===== src/hdl/swu_defines.vh =====
// Purpose: shared constants of the setpoint waveform unit
// Assumes: 200 MHz clock, 0.1 ms generator tick
// Notes:   times are counts of 0.1 ms ticks, levels are raw set-value codes
`ifndef SWU_DEFINES_VH
`define SWU_DEFINES_VH

`define SWU_CLK_PERIOD_NS   5
`define SWU_TICK_PERIOD_NS  100000
`define SWU_TICK_CYCLES     (`SWU_TICK_PERIOD_NS / `SWU_CLK_PERIOD_NS)

// function selection codes
`define SWU_FN_SINE         3'h0
`define SWU_FN_TRIANGLE     3'h1
`define SWU_FN_RECTANGLE    3'h2
`define SWU_FN_TRAPEZOID    3'h3
`define SWU_FN_ENGINE       3'h4

// sine frequency range in Hz, phase step per Hz at a 10 kHz tick
`define SWU_SINE_FREQ_MIN   14'h0001
`define SWU_SINE_FREQ_MAX   14'h2710
`define SWU_SINE_INC_PER_HZ 19'h68db9

// phase time range: 0.1 ms .. 36000 s in ticks
`define SWU_TIME_MIN        29'h0000001
`define SWU_TIME_MAX        29'h15752a00

// repetition count: 0 endless, 1..999
`define SWU_CYCLES_MAX      10'h3e7
`define SWU_CYCLES_ONE      10'h001

// engine-start segment count, last segment index and index of the pause phase
`define SWU_SEG_COUNT       5
`define SWU_SEG_LAST        3'h4
`define SWU_PAUSE_PHASE     3'h5

// default engine-start segments: start level, end level, ramp ticks
`define SWU_SEG0_START      16'hc000
`define SWU_SEG0_END        16'h4000
`define SWU_SEG0_TIME       29'h0000032
`define SWU_SEG1_START      16'h4000
`define SWU_SEG1_END        16'h4000
`define SWU_SEG1_TIME       29'h00000c8
`define SWU_SEG2_START      16'h4000
`define SWU_SEG2_END        16'h6000
`define SWU_SEG2_TIME       29'h0000064
`define SWU_SEG3_START      16'h6000
`define SWU_SEG3_END        16'h6000
`define SWU_SEG3_TIME       29'h00003e8
`define SWU_SEG4_START      16'h6000
`define SWU_SEG4_END        16'hc000
`define SWU_SEG4_TIME       29'h0000064

`endif


===== src/hdl/swu_top.v =====
// Purpose: setpoint waveform unit of a programmable DC supply
// Assumes: controller pulses are one clock wide, all inputs synchronous
// Notes:   one set value per 0.1 ms tick; ramps by serial division
// Operation
// - load switches output on, static values applied
// - current target starts from zero amperes
// - start only after load, with output on or off
// - start with output off turns it on
// - stop halts waveform, output stays on
// - on/off while running halts and disables output
// - alarm or trip aborts, disables, flags alarm
// - sine uses fixed 1 to 10000 Hz
// - triangle rises over t1, falls over t2
// - offset from foot, top saturates at nominal
// - rectangle upper for t1, offset for t2
// - trapezoid rise, top, fall, base phases
// - engine curve voltage only, five linear ramps
// - engine segments reset to standard defaults
// - engine repeats 1 to 999, zero endless
// - pause after each pass except the last
// - engine hold voltage before/after, limits fixed
// - configuration accepted only with output off
// - unavailable in resistance or slave mode
`include "swu_defines.vh"
module swu_top #(
    parameter TICK_CYCLES = `SWU_TICK_CYCLES
) (
    input  wire         ref_clk_in,
    input  wire         sys_rst_in,
    input  wire         load_in,
    input  wire         start_in,
    input  wire         stop_in,
    input  wire         onoff_in,
    input  wire         alarm_clr_in,
    input  wire [2:0]   func_sel_in,
    input  wire         target_current_in,
    input  wire [15:0]  amplitude_in,
    input  wire [15:0]  offset_in,
    input  wire [13:0]  frequency_in,
    input  wire [28:0]  first_phase_time_in,
    input  wire [28:0]  second_phase_time_in,
    input  wire [28:0]  third_phase_time_in,
    input  wire [28:0]  fourth_phase_time_in,
    input  wire [9:0]   cycles_in,
    input  wire [15:0]  hold_volt_in,
    input  wire         seg_wr_in,
    input  wire [2:0]   seg_addr_in,
    input  wire [15:0]  seg_start_in,
    input  wire [15:0]  seg_end_in,
    input  wire [28:0]  seg_time_in,
    input  wire [15:0]  static_volt_in,
    input  wire [15:0]  curr_limit_in,
    input  wire [15:0]  pow_limit_in,
    input  wire [15:0]  gen_limit_in,
    input  wire         resistance_mode_in,
    input  wire         slave_mode_in,
    input  wire         unit_alarm_in,
    input  wire         power_limit_trip_in,
    input  wire         current_limit_trip_in,
    input  wire         event_alarm_in,
    output reg          dc_on_out,
    output reg  [15:0]  volt_set_out,
    output reg  [15:0]  curr_set_out,
    output reg  [15:0]  pow_set_out,
    output wire         loaded_out,
    output wire         running_out,
    output wire         start_enable_out,
    output reg          alarm_out,
    output wire         available_out
);

    localparam ST_IDLE  = 3'b001;
    localparam ST_READY = 3'b010;
    localparam ST_RUN   = 3'b100;

    reg [2:0]  state;
    reg [2:0]  fn;
    reg        tgt_cur;
    reg [15:0] amp;
    reg [15:0] offs;
    reg [13:0] freq;
    reg [28:0] tm1;
    reg [28:0] tm2;
    reg [28:0] tm3;
    reg [28:0] tm4;
    reg [9:0]  cyc;
    reg [15:0] hold;
    reg [2:0]  ph;
    reg [28:0] el;
    reg [31:0] acc;
    reg [9:0]  pass_cnt;
    reg [15:0] gen;
    reg [1:0]  tk_d;
    reg        dv_busy;
    reg [5:0]  dv_cnt;
    reg [44:0] dv_num;
    reg [28:0] dv_den;
    reg [28:0] dv_rem;
    reg [15:0] dv_quo;
    reg [15:0] dv_sv;
    reg        dv_down;
    reg [15:0] p_sv;
    reg [15:0] p_ev;
    reg [28:0] p_t;
    reg [2:0]  p_last;

    wire        tick;
    wire [60:0] seg_rd;
    wire fault = unit_alarm_in | power_limit_trip_in |
                 current_limit_trip_in | event_alarm_in;
    wire avail = !resistance_mode_in && !slave_mode_in;
    wire run   = (state == ST_RUN);
    wire do_load = load_in && !dc_on_out && avail && !fault &&
                   (state != ST_RUN);
    wire do_start = (state == ST_READY) && start_in && avail
                    && !fault;

    assign loaded_out       = (state != ST_IDLE);
    assign running_out      = run;
    assign start_enable_out = (state == ST_READY) && avail && !fault;
    assign available_out    = avail;

    swu_tick_div #(
        .CYCLES (TICK_CYCLES),
        .W      (32)
    ) u_tick (
        .ref_clk_in (ref_clk_in),
        .sys_rst_in (sys_rst_in),
        .en_in      (run),
        .tick_out   (tick)
    );

    swu_seg_mem u_seg (
        .ref_clk_in  (ref_clk_in),
        .sys_rst_in  (sys_rst_in),
        .wr_en_in    (seg_wr_in && !dc_on_out && avail),
        .wr_addr_in  (seg_addr_in),
        .wr_data_in  ({seg_start_in, seg_end_in, seg_time_in}),
        .rd_addr_in  (ph),
        .rd_data_out (seg_rd)
    );

    function [28:0] clamp_t;
        input [28:0] t;
        begin
            if (t < `SWU_TIME_MIN)
                clamp_t = `SWU_TIME_MIN;
            else if (t > `SWU_TIME_MAX)
                clamp_t = `SWU_TIME_MAX;
            else
                clamp_t = t;
        end
    endfunction

    // upper level saturates at full scale
    wire [16:0] tsum    = {1'b0, offs} + {1'b0, amp};
    wire [15:0] top_lvl = tsum[16] ? 16'hffff : tsum[15:0];

    // sine by parabolic half-wave approximation
    wire [32:0] phase_full = freq * `SWU_SINE_INC_PER_HZ;
    wire [31:0] phase_inc  = phase_full[31:0];
    wire [14:0] sx    = acc[30:16];
    wire [30:0] spar  = sx * (16'h8000 - {1'b0, sx});
    wire [15:0] sy    = spar[28:13];
    wire [31:0] samp  = amp * sy;
    wire [15:0] sdev  = samp[30:15];
    wire [16:0] sup   = {1'b0, offs} + {1'b0, sdev};
    wire [15:0] sine_val = acc[31] ?
                           ((offs > sdev) ? offs - sdev : 16'h0000) :
                           (sup[16] ? 16'hffff : sup[15:0]);

    // level pair and duration of the current phase
    always @* begin
        p_sv   = offs;
        p_ev   = offs;
        p_t    = tm1;
        p_last = 3'h1;
        case (fn)
            `SWU_FN_TRIANGLE: begin
                p_sv = ph[0] ? top_lvl : offs;
                p_ev = ph[0] ? offs : top_lvl;
                p_t  = ph[0] ? tm2 : tm1;
            end
            `SWU_FN_RECTANGLE: begin
                p_sv = ph[0] ? offs : top_lvl;
                p_ev = p_sv;
                p_t  = ph[0] ? tm2 : tm1;
            end
            `SWU_FN_TRAPEZOID: begin
                p_last = 3'h3;
                case (ph[1:0])
                    2'h0: begin
                        p_ev = top_lvl;
                    end
                    2'h1: begin
                        p_sv = top_lvl;
                        p_ev = top_lvl;
                        p_t  = tm2;
                    end
                    2'h2: begin
                        p_sv = top_lvl;
                        p_t  = tm3;
                    end
                    default: begin
                        p_t  = tm4;
                    end
                endcase
            end
            `SWU_FN_ENGINE: begin
                p_last = `SWU_PAUSE_PHASE;
                if (ph == `SWU_PAUSE_PHASE) begin
                    p_sv = hold;
                    p_ev = hold;
                    p_t  = tm1;
                end else begin
                    p_sv = seg_rd[60:45];
                    p_ev = seg_rd[44:29];
                    p_t  = clamp_t(seg_rd[28:0]);
                end
            end
            default: begin
                p_t = tm1;
            end
        endcase
    end

    wire        p_down = (p_ev < p_sv);
    wire [15:0] p_diff = p_down ? p_sv - p_ev : p_ev - p_sv;
    wire        ph_end = (el + 29'h0000001) >= p_t;
    wire [9:0]  pass_nx = pass_cnt + 10'h001;
    wire        eng_done = (cyc == `SWU_CYCLES_ONE) ||
                           ((cyc != 10'h000) && (pass_nx == cyc));

    // configuration latched on load only
    always @(posedge ref_clk_in) begin
        if (sys_rst_in) begin
            fn      <= `SWU_FN_SINE;
            tgt_cur <= 1'b0;
            amp     <= 16'h0000;
            offs    <= 16'h0000;
            freq    <= `SWU_SINE_FREQ_MIN;
            tm1     <= `SWU_TIME_MIN;
            tm2     <= `SWU_TIME_MIN;
            tm3     <= `SWU_TIME_MIN;
            tm4     <= `SWU_TIME_MIN;
            cyc     <= `SWU_CYCLES_ONE;
            hold    <= 16'h0000;
        end else if (do_load) begin
            fn      <= (func_sel_in > `SWU_FN_ENGINE) ?
                       `SWU_FN_SINE : func_sel_in;
            tgt_cur <= target_current_in &&
                       (func_sel_in != `SWU_FN_ENGINE);
            amp     <= amplitude_in;
            offs    <= offset_in;
            if (frequency_in < `SWU_SINE_FREQ_MIN)
                freq <= `SWU_SINE_FREQ_MIN;
            else if (frequency_in > `SWU_SINE_FREQ_MAX)
                freq <= `SWU_SINE_FREQ_MAX;
            else
                freq <= frequency_in;
            tm1     <= clamp_t(first_phase_time_in);
            tm2     <= clamp_t(second_phase_time_in);
            tm3     <= clamp_t(third_phase_time_in);
            tm4     <= clamp_t(fourth_phase_time_in);
            cyc     <= (cycles_in > `SWU_CYCLES_MAX) ?
                       `SWU_CYCLES_MAX : cycles_in;
            hold    <= hold_volt_in;
        end
    end

    // control state, output switch, phase sequencing
    always @(posedge ref_clk_in) begin
        if (sys_rst_in) begin
            state     <= ST_IDLE;
            dc_on_out <= 1'b0;
            alarm_out <= 1'b0;
            ph        <= 3'h0;
            el        <= 29'h0;
            acc       <= 32'h0;
            pass_cnt  <= 10'h000;
        end else begin
            alarm_out <= fault | (alarm_out & ~alarm_clr_in);
            if (fault) begin
                dc_on_out <= 1'b0;
                if (!avail)
                    state <= ST_IDLE;
                else if (state != ST_IDLE)
                    state <= ST_READY;
            end else if (!avail) begin
                state <= ST_IDLE;
                if (onoff_in)
                    dc_on_out <= ~dc_on_out;
            end else begin
                case (state)
                    ST_IDLE: begin
                        if (do_load) begin
                            state     <= ST_READY;
                            dc_on_out <= 1'b1;
                        end else if (onoff_in) begin
                            dc_on_out <= ~dc_on_out;
                        end
                    end
                    ST_READY: begin
                        if (do_start) begin
                            state     <= ST_RUN;
                            dc_on_out <= 1'b1;
                            ph        <= 3'h0;
                            el        <= 29'h0;
                            acc       <= 32'h0;
                            pass_cnt  <= 10'h000;
                        end else if (do_load) begin
                            dc_on_out <= 1'b1;
                        end else if (onoff_in) begin
                            dc_on_out <= ~dc_on_out;
                        end
                    end
                    ST_RUN: begin
                        if (onoff_in) begin
                            state     <= ST_READY;
                            dc_on_out <= 1'b0;
                        end else if (stop_in) begin
                            state     <= ST_READY;
                        end else if (tick) begin
                            acc <= acc + phase_inc;
                            if (fn != `SWU_FN_SINE && ph_end) begin
                                el <= 29'h0;
                                if (fn == `SWU_FN_ENGINE &&
                                    ph == `SWU_SEG_LAST) begin
                                    pass_cnt <= pass_nx;
                                    if (eng_done)
                                        state <= ST_READY;
                                    else
                                        ph <= `SWU_PAUSE_PHASE;
                                end else if (ph == p_last) begin
                                    ph <= 3'h0;
                                end else begin
                                    ph <= ph + 3'h1;
                                end
                            end else begin
                                el <= el + 29'h0000001;
                            end
                        end
                    end
                    default: begin
                        state <= ST_IDLE;
                    end
                endcase
            end
        end
    end

    // ramp interpolation: sv +/- diff * el / t, one bit per clock
    wire [29:0] dv_sh = {dv_rem, dv_num[44]};
    wire        dv_ge = dv_sh >= {1'b0, dv_den};
    wire [29:0] dv_sub = dv_sh - {1'b0, dv_den};

    always @(posedge ref_clk_in) begin
        if (sys_rst_in) begin
            tk_d    <= 2'b00;
            dv_busy <= 1'b0;
            dv_cnt  <= 6'h00;
            dv_num  <= 45'h0;
            dv_den  <= `SWU_TIME_MIN;
            dv_rem  <= 29'h0;
            dv_quo  <= 16'h0000;
            dv_sv   <= 16'h0000;
            dv_down <= 1'b0;
            gen     <= 16'h0000;
        end else begin
            // start computes the first phase value at once
            tk_d <= {tk_d[0], (tick & run) | do_start};
            if (tk_d[1] && run) begin
                if (fn == `SWU_FN_SINE) begin
                    gen <= sine_val;
                end else begin
                    dv_num  <= p_diff * el;
                    dv_den  <= p_t;
                    dv_rem  <= 29'h0;
                    dv_quo  <= 16'h0000;
                    dv_sv   <= p_sv;
                    dv_down <= p_down;
                    dv_cnt  <= 6'h2d;
                    dv_busy <= 1'b1;
                end
            end else if (dv_busy) begin
                if (dv_cnt != 6'h00) begin
                    dv_num <= {dv_num[43:0], 1'b0};
                    dv_rem <= dv_ge ? dv_sub[28:0] : dv_sh[28:0];
                    dv_quo <= {dv_quo[14:0], dv_ge};
                    dv_cnt <= dv_cnt - 6'h01;
                end else begin
                    dv_busy <= 1'b0;
                    gen <= dv_down ? dv_sv - dv_quo : dv_sv + dv_quo;
                end
            end
        end
    end

    // set values toward the power stage
    wire [15:0] stat_v = (fn == `SWU_FN_ENGINE && loaded_out) ?
                         hold : static_volt_in;
    wire [15:0] gen_c  = (gen > gen_limit_in) ? gen_limit_in : gen;

    always @(posedge ref_clk_in) begin
        if (sys_rst_in) begin
            volt_set_out <= 16'h0000;
            curr_set_out <= 16'h0000;
            pow_set_out  <= 16'h0000;
        end else begin
            volt_set_out <= (run && !tgt_cur) ? gen_c : stat_v;
            if (run && tgt_cur)
                curr_set_out <= gen_c;
            else if (loaded_out && tgt_cur)
                curr_set_out <= 16'h0000;
            else
                curr_set_out <= curr_limit_in;
            pow_set_out  <= pow_limit_in;
        end
    end

endmodule // swu_top


===== src/hdl/swu_tick_div.v =====
// Purpose: 0.1 ms tick enable from the system clock
// Assumes: synchronous active-high reset
// Notes:   counter restarts whenever the enable drops
module swu_tick_div #(
    parameter CYCLES = 20000,
    parameter W      = 16
) (
    input  wire         ref_clk_in,
    input  wire         sys_rst_in,
    input  wire         en_in,
    output reg          tick_out
);

    reg [W-1:0] count;

    always @(posedge ref_clk_in) begin
        if (sys_rst_in || !en_in) begin
            count    <= {W{1'b0}};
            tick_out <= 1'b0;
        end else if (count == CYCLES[W-1:0] - {{(W-1){1'b0}}, 1'b1}) begin
            count    <= {W{1'b0}};
            tick_out <= 1'b1;
        end else begin
            count    <= count + {{(W-1){1'b0}}, 1'b1};
            tick_out <= 1'b0;
        end
    end

endmodule // swu_tick_div


===== src/hdl/swu_seg_mem.v =====
// Purpose: engine-start segment store, five entries
// Assumes: entry = {start level, end level, ramp ticks}
// Notes:   reset reloads the standard curve, read data registered
`include "swu_defines.vh"
module swu_seg_mem (
    input  wire         ref_clk_in,
    input  wire         sys_rst_in,
    input  wire         wr_en_in,
    input  wire [2:0]   wr_addr_in,
    input  wire [60:0]  wr_data_in,
    input  wire [2:0]   rd_addr_in,
    output reg  [60:0]  rd_data_out
);

    reg [60:0] mem [0:`SWU_SEG_COUNT-1];

    always @(posedge ref_clk_in) begin
        if (sys_rst_in) begin
            mem[0] <= {`SWU_SEG0_START, `SWU_SEG0_END, `SWU_SEG0_TIME};
            mem[1] <= {`SWU_SEG1_START, `SWU_SEG1_END, `SWU_SEG1_TIME};
            mem[2] <= {`SWU_SEG2_START, `SWU_SEG2_END, `SWU_SEG2_TIME};
            mem[3] <= {`SWU_SEG3_START, `SWU_SEG3_END, `SWU_SEG3_TIME};
            mem[4] <= {`SWU_SEG4_START, `SWU_SEG4_END, `SWU_SEG4_TIME};
            rd_data_out <= 61'h0;
        end else begin
            if (wr_en_in && wr_addr_in <= `SWU_SEG_LAST)
                mem[wr_addr_in] <= wr_data_in;
            if (rd_addr_in <= `SWU_SEG_LAST)
                rd_data_out <= mem[rd_addr_in];
            else
                rd_data_out <= 61'h0;
        end
    end

endmodule // swu_seg_mem


===== config.mk =====
export PLATFORM = sky130hd
export DESIGN_NAME = swu_top
export DESIGN_NICKNAME = d
export VERILOG_FILES = /design/src/hdl/swu_top.v /design/src/hdl/swu_tick_div.v /design/src/hdl/swu_seg_mem.v
export VERILOG_INCLUDE_DIRS = /design/src /design/src/hdl
export SDC_FILE = /design/constraint.sdc
export NUM_CORES = 2
export LEC_CHECK = 0
export ABC_CLOCK_PERIOD_IN_PS = 41000
export BUFFER_PORTS_ARGS = -buffer_cell sky130_fd_sc_hd__buf_2
export CORE_AREA = 2 2 504 306
export DETAILED_ROUTE_END_ITERATION = 16
export DIE_AREA = 0 0 506 308
export PLACE_DENSITY = 0.76
export SLEW_MARGIN = 20
export SYNTH_ARGS = -nofsm -noshare
export SYNTH_HDL_FRONTEND = slang
export SYNTH_SLANG_ARGS = --single-unit

===== constraint.sdc =====
create_clock -name ref_clk_in -period 41 [get_ports ref_clk_in]
set_input_delay 6.15 -clock ref_clk_in [delete_from_list [all_inputs] [get_ports ref_clk_in]]
set_output_delay 6.15 -clock ref_clk_in [all_outputs]
set_load 0.005 [all_outputs]

---- Word level (Yosys, flattened, before mapping) ----
Memory sizes are Yosys's and may differ from the RTL's. A register that Yosys moved wholly into a read port is not among the register bits.
Cells that the tools add are included.
word-level totals
  bits in registers ....................... 513
  bits in latches ......................... 0
  bits in writable memories ............... 305
  ROM bits ................................ 0
  input port bits ......................... 334
  memories kept ........................... 1
operators by class
  add/sub/neg operators ................... 15
  $mul .................................... 4
  div/mod/pow operators ................... 0
  order comparisons ....................... 21
  equal/unequal tests ..................... 37
  shifts and indexed selects .............. 0
  mux-type cells .......................... 118
  bitwise operators ....................... 12
  reduce and logical (&&, ||, !) cells .... 53
memories
  memory     depth  bits a word  rd ports  clocked after memory_dff  write ports  line              RTL
  u_seg.mem  5      61           1         1                         5            swu_seg_mem.v:15  reg [60:0] mem [0:`SWU_SEG_COUNT-1];
operators with widths
  operator                                                                count
  29-bit two-way mux                                                      22
  16-bit two-way mux                                                      25
  45-bit two-way mux                                                      4
  29-bit one-hot mux with 3 select lines                                  2
  29-bit > comparator (second input constant)                             5
  29-bit by 1-bit < comparator with 1-bit output (second input constant)  5
  32-bit two-way mux                                                      4
  10-bit two-way mux                                                      7
  3-bit two-way mux                                                       22
  16-bit one-hot mux with 4 select lines                                  1
  32-bit one-hot mux with 2 select lines                                  1
  16-bit subtractor                                                       4
  61-bit two-way mux                                                      1
  61-bit OR reduction                                                     1
  29-bit one-hot mux with 2 select lines                                  1
  16-bit one-hot mux with 3 select lines                                  1
  16-bit by 29-bit multiplier with 45-bit output                          1
  16-bit by 16-bit adder with 17-bit output                               2
  32-bit by 1-bit adder with 32-bit output (second input constant)        1
  32-bit adder                                                            1
  32-bit by 15-bit == test with 1-bit output (second input constant)      1
  16-bit > comparator                                                     2
  14-bit by 19-bit multiplier with 32-bit output (second input constant)  1
  16-bit by 16-bit multiplier with 31-bit output                          1
  55 further kinds                                                        144

---- Longest topological paths before layout ----
  word-level depth ........................ 14
  mapped depth ............................ 68
  mapped depth without buffers ............ 65

---- Hierarchy ----
From an unflattened synthesis, not the netlist that was laid out.
unflattened totals
  cell total of the unflattened synthesis .. 9174
  area total of the unflattened synthesis .. 82213.8 um2
by module, submodules not included
  module        times used  cells each  area an instance (um2)
  swu_top       1           7980        65781.8
  swu_seg_mem   1           1005        14834.2
  swu_tick_div  1           189         1597.8

---- Worst setup path before layout ----
OpenSTA, ideal clock, no wires.
  path kind ............................... register to register
  start ................................... reg acc[16]
  end ..................................... reg gen[14]
  setup time .............................. 0.135 ns
  data arrival time ....................... 15.274 ns
  required time ........................... 40.865 ns
  path slack .............................. 25.591 ns
  stages on the path, launching flop included .. 64
  path buffers ............................ 4
  period minus slack after synthesis ...... 15.409 ns
  cells stage by stage .................... dfxtp_1 inv_1 buf_1 ha_1 nor3b_1 and3_1 nand2_1 nor4_1 ha_1 clkbuf_1 nand2b_1 fa_1 fa_1 fa_1 inv_1 fa_1 fa_1 inv_1 [... 28 more ...] a21bo_2 a211oi_2 nor2_1 o21bai_1 a21oi_1 xnor2_1 ha_1 buf_2 a21o_1 a21oi_1 o21bai_1 a2111oi_2 o311ai_1 a221oi_1 a211oi_2 nor3_1 o221a_2 a2111oi_0
between the ends
  cells in the longest elaborated chain, start to end .. 8
  elaborated cells between the ends (all ways) .. 11
  those cells by class .................... add/sub: 3; mul: 2; order compare: 1; mux: 5
ends and longest elaborated chain
  element                                                            line                          RTL
  start, declared                                                    swu_top.v:90                  reg [31:0] acc;
  start signal, assigned                                             swu_top.v:324                 acc <= acc + phase_inc;
  16-bit by 15-bit subtractor with 17-bit output                     swu_top.v:163                 wire [30:0] spar = sx * (16'h8000 - {1'b0, sx});
  16-bit by 17-bit multiplier with 29-bit output *                   swu_top.v:163
  16-bit by 16-bit multiplier with 31-bit output *                   swu_top.v:165                 wire [31:0] samp = amp * sy;
  16-bit by 16-bit adder with 17-bit output (tied with other cells)  swu_top.v:167                 wire [16:0] sup = {1'b0, offs} + {1'b0, sdev};
  16-bit two-way mux (on tied branches)                              swu_top.v:170, swu_top.v:169
  16-bit two-way mux *                                               swu_top.v:168                 wire [15:0] sine_val = acc[31] ?
  16-bit two-way mux *                                               swu_top.v:373                 if (fn == `SWU_FN_SINE) begin
  16-bit two-way mux *                                               swu_top.v:372                 if (tk_d[1] && run) begin
  end signal, assigned                                               swu_top.v:374                 gen <= sine_val;
  end signal, assigned                                               swu_top.v:393                 gen <= dv_down ? dv_sv - dv_quo : dv_sv + dv_quo;
  end, declared                                                      swu_top.v:92                  reg [15:0] gen;
Every way passes the cells marked *; elsewhere a longest branch is shown, timed or not. The select of a mux whose other input is x is not followed.
A chain may end at the register's enable or synchronous reset.

---- Final worst setup path ----
Ends and elaborated chain as after synthesis.

==> impl_metrics.json <==
{
  "status": "finished clean",
  "netlist-cell-type-count": 103,
  "critical-path-max-stage-delay_ns": 0.78,
  "first_iter_violations": 8419,
  "final.setup.tns_ns": 0,
  "synth_most_common_cell": "inv_1",
  "met2_usage_pct": 51.28,
  "cts.sinks": 1062,
  "worst_pin_slew_ns": 1.160,
  "critPathMaxFanout": 20,
  "fp-row-count": 111,
  "cts_buffer_depth": 3,
  "drc": 0,
  "yosys_warnings": 0,
  "end_kind": "flip-flop",
  "grt_pass1_vias": 72320,
  "dpl_cell_area_um2": 94870,
  "clkTransAtPathRegs_ns": 0.07,
  "hold_buffers": 0,
  "numCtsBuffers": 100,
  "synth_area_per_cell_um2": 9.512,
  "drt-total-wl_mm": 276.7,
  "power_w": 0.002343,
  "whs_ns": 0.4573,
  "antenna_found_initial": 44,
  "cts_tree": "yes",
  "num_vias": 72250,
  "max_cap_viol_count": 0,
  "async_flop_share_pct": 0,
  "cts-htree-levels": 3,
  "drtPass1Iterations": 7,
  "min_period_ns": 18.61,
  "cts_root_buffer": "clkbuf_16",
  "synth_seq_cells": 1062,
  "slowest_stage": "dfxtp_1",
  "slew_violations": 0,
  "dieArea_um2": 155800,
  "nNetsFinal": 11630,
  "hpwl_mm": 209.2,
  "fin_area_um2": 98520,
  "io_pins": 388,
  "synth-edff-count": 488,
  "wl_per_cell_um": 23.19,
  "grt_pass1_wl_mm": 427.4,
  "grt_max_degree": 197,
  "clock_latency_ns": 0.80,
  "reg2reg_slack_ns": 22.39,
  "yosysTopAreaCell": "fa_1",
  "yosysTopAreaCellShare_pct": 19.33,
  "rsz0062_at_grt": "false",
  "fin_worst_skew_ns": 0.07941,
  "worstPathArrival_ns": 19.23,
  "ir_drop_v": 0.00003788,
  "netlist_area_um2": 90220,
  "placed_cells_incl_taps": 11720,
  "yosys_most_used_dff": "dfxtp_1",
  "met3_usage_pct": 10.17,
  "fmax_mhz": 53.73,
  "area.growth.synth_to_final_pct": 9.203,
  "leakage_nw": 43.80,
  "cp_data_required_time_ns": 41.62,
  "synthTopCellsByCount": "inv_1 (1234), nand2_1 (920), fa_1 (871)",
  "layout-drive-gt1-share_pct": 10.04,
  "fin_crit_sh_pct": 45.39,
  "fin_cells": 11930,
  "crit_type": "reg2reg",
  "dieWidth_um": 506,
  "finalHoldViolations": 0,
  "synth_area_leaders": "fa_1 (19%), edfxtp_1 (16%), dfxtp_1 (13%)",
  "core_area_um2": 151400,
  "hold_path_class": "reg2reg",
  "initial_core_util_pct": 59.60,
  "relSlewSlack_pct": 21.88,
  "placement.io_buffers": 387,
  "powerDensity_nw_per_um2": 23.78,
  "via_per_inst": 6.055,
  "gp_congestion": 0.9863,
  "syn_inst": 9485,
  "die_height_um": 308,
  "met1_usage_pct": 51.47,
  "grt.overflow.total": 0,
  "start_kind": "flip-flop",
  "yosysSeqAreaShare_pct": 28.98,
  "gr-usage-all-layers_pct": 35.64,
  "setup_violations": 0,
  "drtAntennaViolNets": 0,
  "postCtsSetupBuffers": 0,
  "grt-busiest-layer": "met1",
  "post_cts_resized": 0
}
-- critical path, delay by kind of cell (launching register included) --
| kind | cells | cell delay [ns] |
|---|---|---|
| adders and majority gates | 17 | 7.95 |
| AOI/OAI and AO/OA | 14 | 4.16 |
| and+or+nand+nor | 17 | 4.09 |
| buffers and inverters | 12 | 1.15 |
| DFF | 1 | 0.78 |
| xor gates and xnor gates | 1 | 0.30 |
-- path summary, 6_finish.rpt --
kind                                start   endpoint  depth (start not counted)
worst min-delay path            dv_num[2]  dv_num[2]                          2
worst max-delay path              acc[16]    gen[14]                         61
worst min register to register  dv_num[2]  dv_num[2]                          2
worst max register to register    acc[16]    gen[14]                         61
-- registers in the layout (all words and copies together), names as in the netlist, 29 cells and up --
signal and flops:
tm2 29, tm4 29, u_seg.mem 488, dv_num 45
tm3 29, u_seg.rd_data_out 61, u_tick.count 32, dv_rem 29
tm1 29, dv_den 29, acc 32, el 29
-- cells by family (layout without fill, tap and decap cells) --
family	count (synthesis)	count (layout)	synth area share [%]
compound gates	1539	1539	11.17
fa+ha+maj	1505	1505	28.12
flops	1062	1062	28.98
simple gates	3031	3031	16.59
xor+xnor	276	276	2.679
mux	288	288	4.910
buf+inv	1782	1975	7.542
other cells	2	223	0.008324
-- cell type report --
| class | instances | area [um^2] |
|---|---|---|
| multi-input combinational | 6835 | 58360 |
| timing repair buffer | 552 | 3263 |
| fill | 12310 | 52860 |
| clock inverter | 45 | 620.6 |
| clock buffer | 143 | 2877 |
| inverter | 1235 | 4638 |
| tap | 2034 | 2545 |
| antenna | 27 | 67.56 |
| sequential | 1062 | 26150 |
-- where the power goes --
group | internal (W) | total, W | switching [W]
clock network | 0.000542 | 0.000997 | 0.000455
registers | 0.00115 | 0.00116 | 0.0000139
logic | 0.0000602 | 0.000186 | 0.000126
total | 0.00175 | 0.00234 | 0.000595
-- metal layers --
| layer | vias up | wire length (um) | part of all wire, % |
|---|---|---|---|
| met5 | - | 139 | 0.050 |
| met4 | 24 | 10090 | 3.6 |
| met3 | 520 | 33650 | 12 |
| met2 | 3847 | 114400 | 41 |
| met1 | 35570 | 118500 | 43 |
| li1 | 32290 | - | - |
-- stage by stage --
step	util, %	setup WS, ns
2_1_floorplan	-	25.59
3_3_place_gp	62.67	22.91
3_5_place_dp	62.67	22.83
4_1_cts	64.98	22.74
5_1_grt	65.06	21.38
6_report	65.08	22.39
-- placed cells by master, fill, tap and decap left out, types with 92 or more instances in the layout --
master and n:
mux2i_1 147, conb_1 196, nor3_1 162, mux4_2 122, a22oi_1 141, ha_1 632, fa_1 871, dfxtp_1 572
nand2b_1 181, nand3_1 131, inv_1 1232, and2_1 431, a21o_1 99, nor2b_1 114, nor2_1 659, edfxtp_1 488
buf_4 160, a21oi_1 447, nand2_1 920, clkbuf_16 102, buf_2 386, and3_1 92, o21ai_0 288, xnor2_1 178
Note: power is estimated with default switching activity, not from simulation.
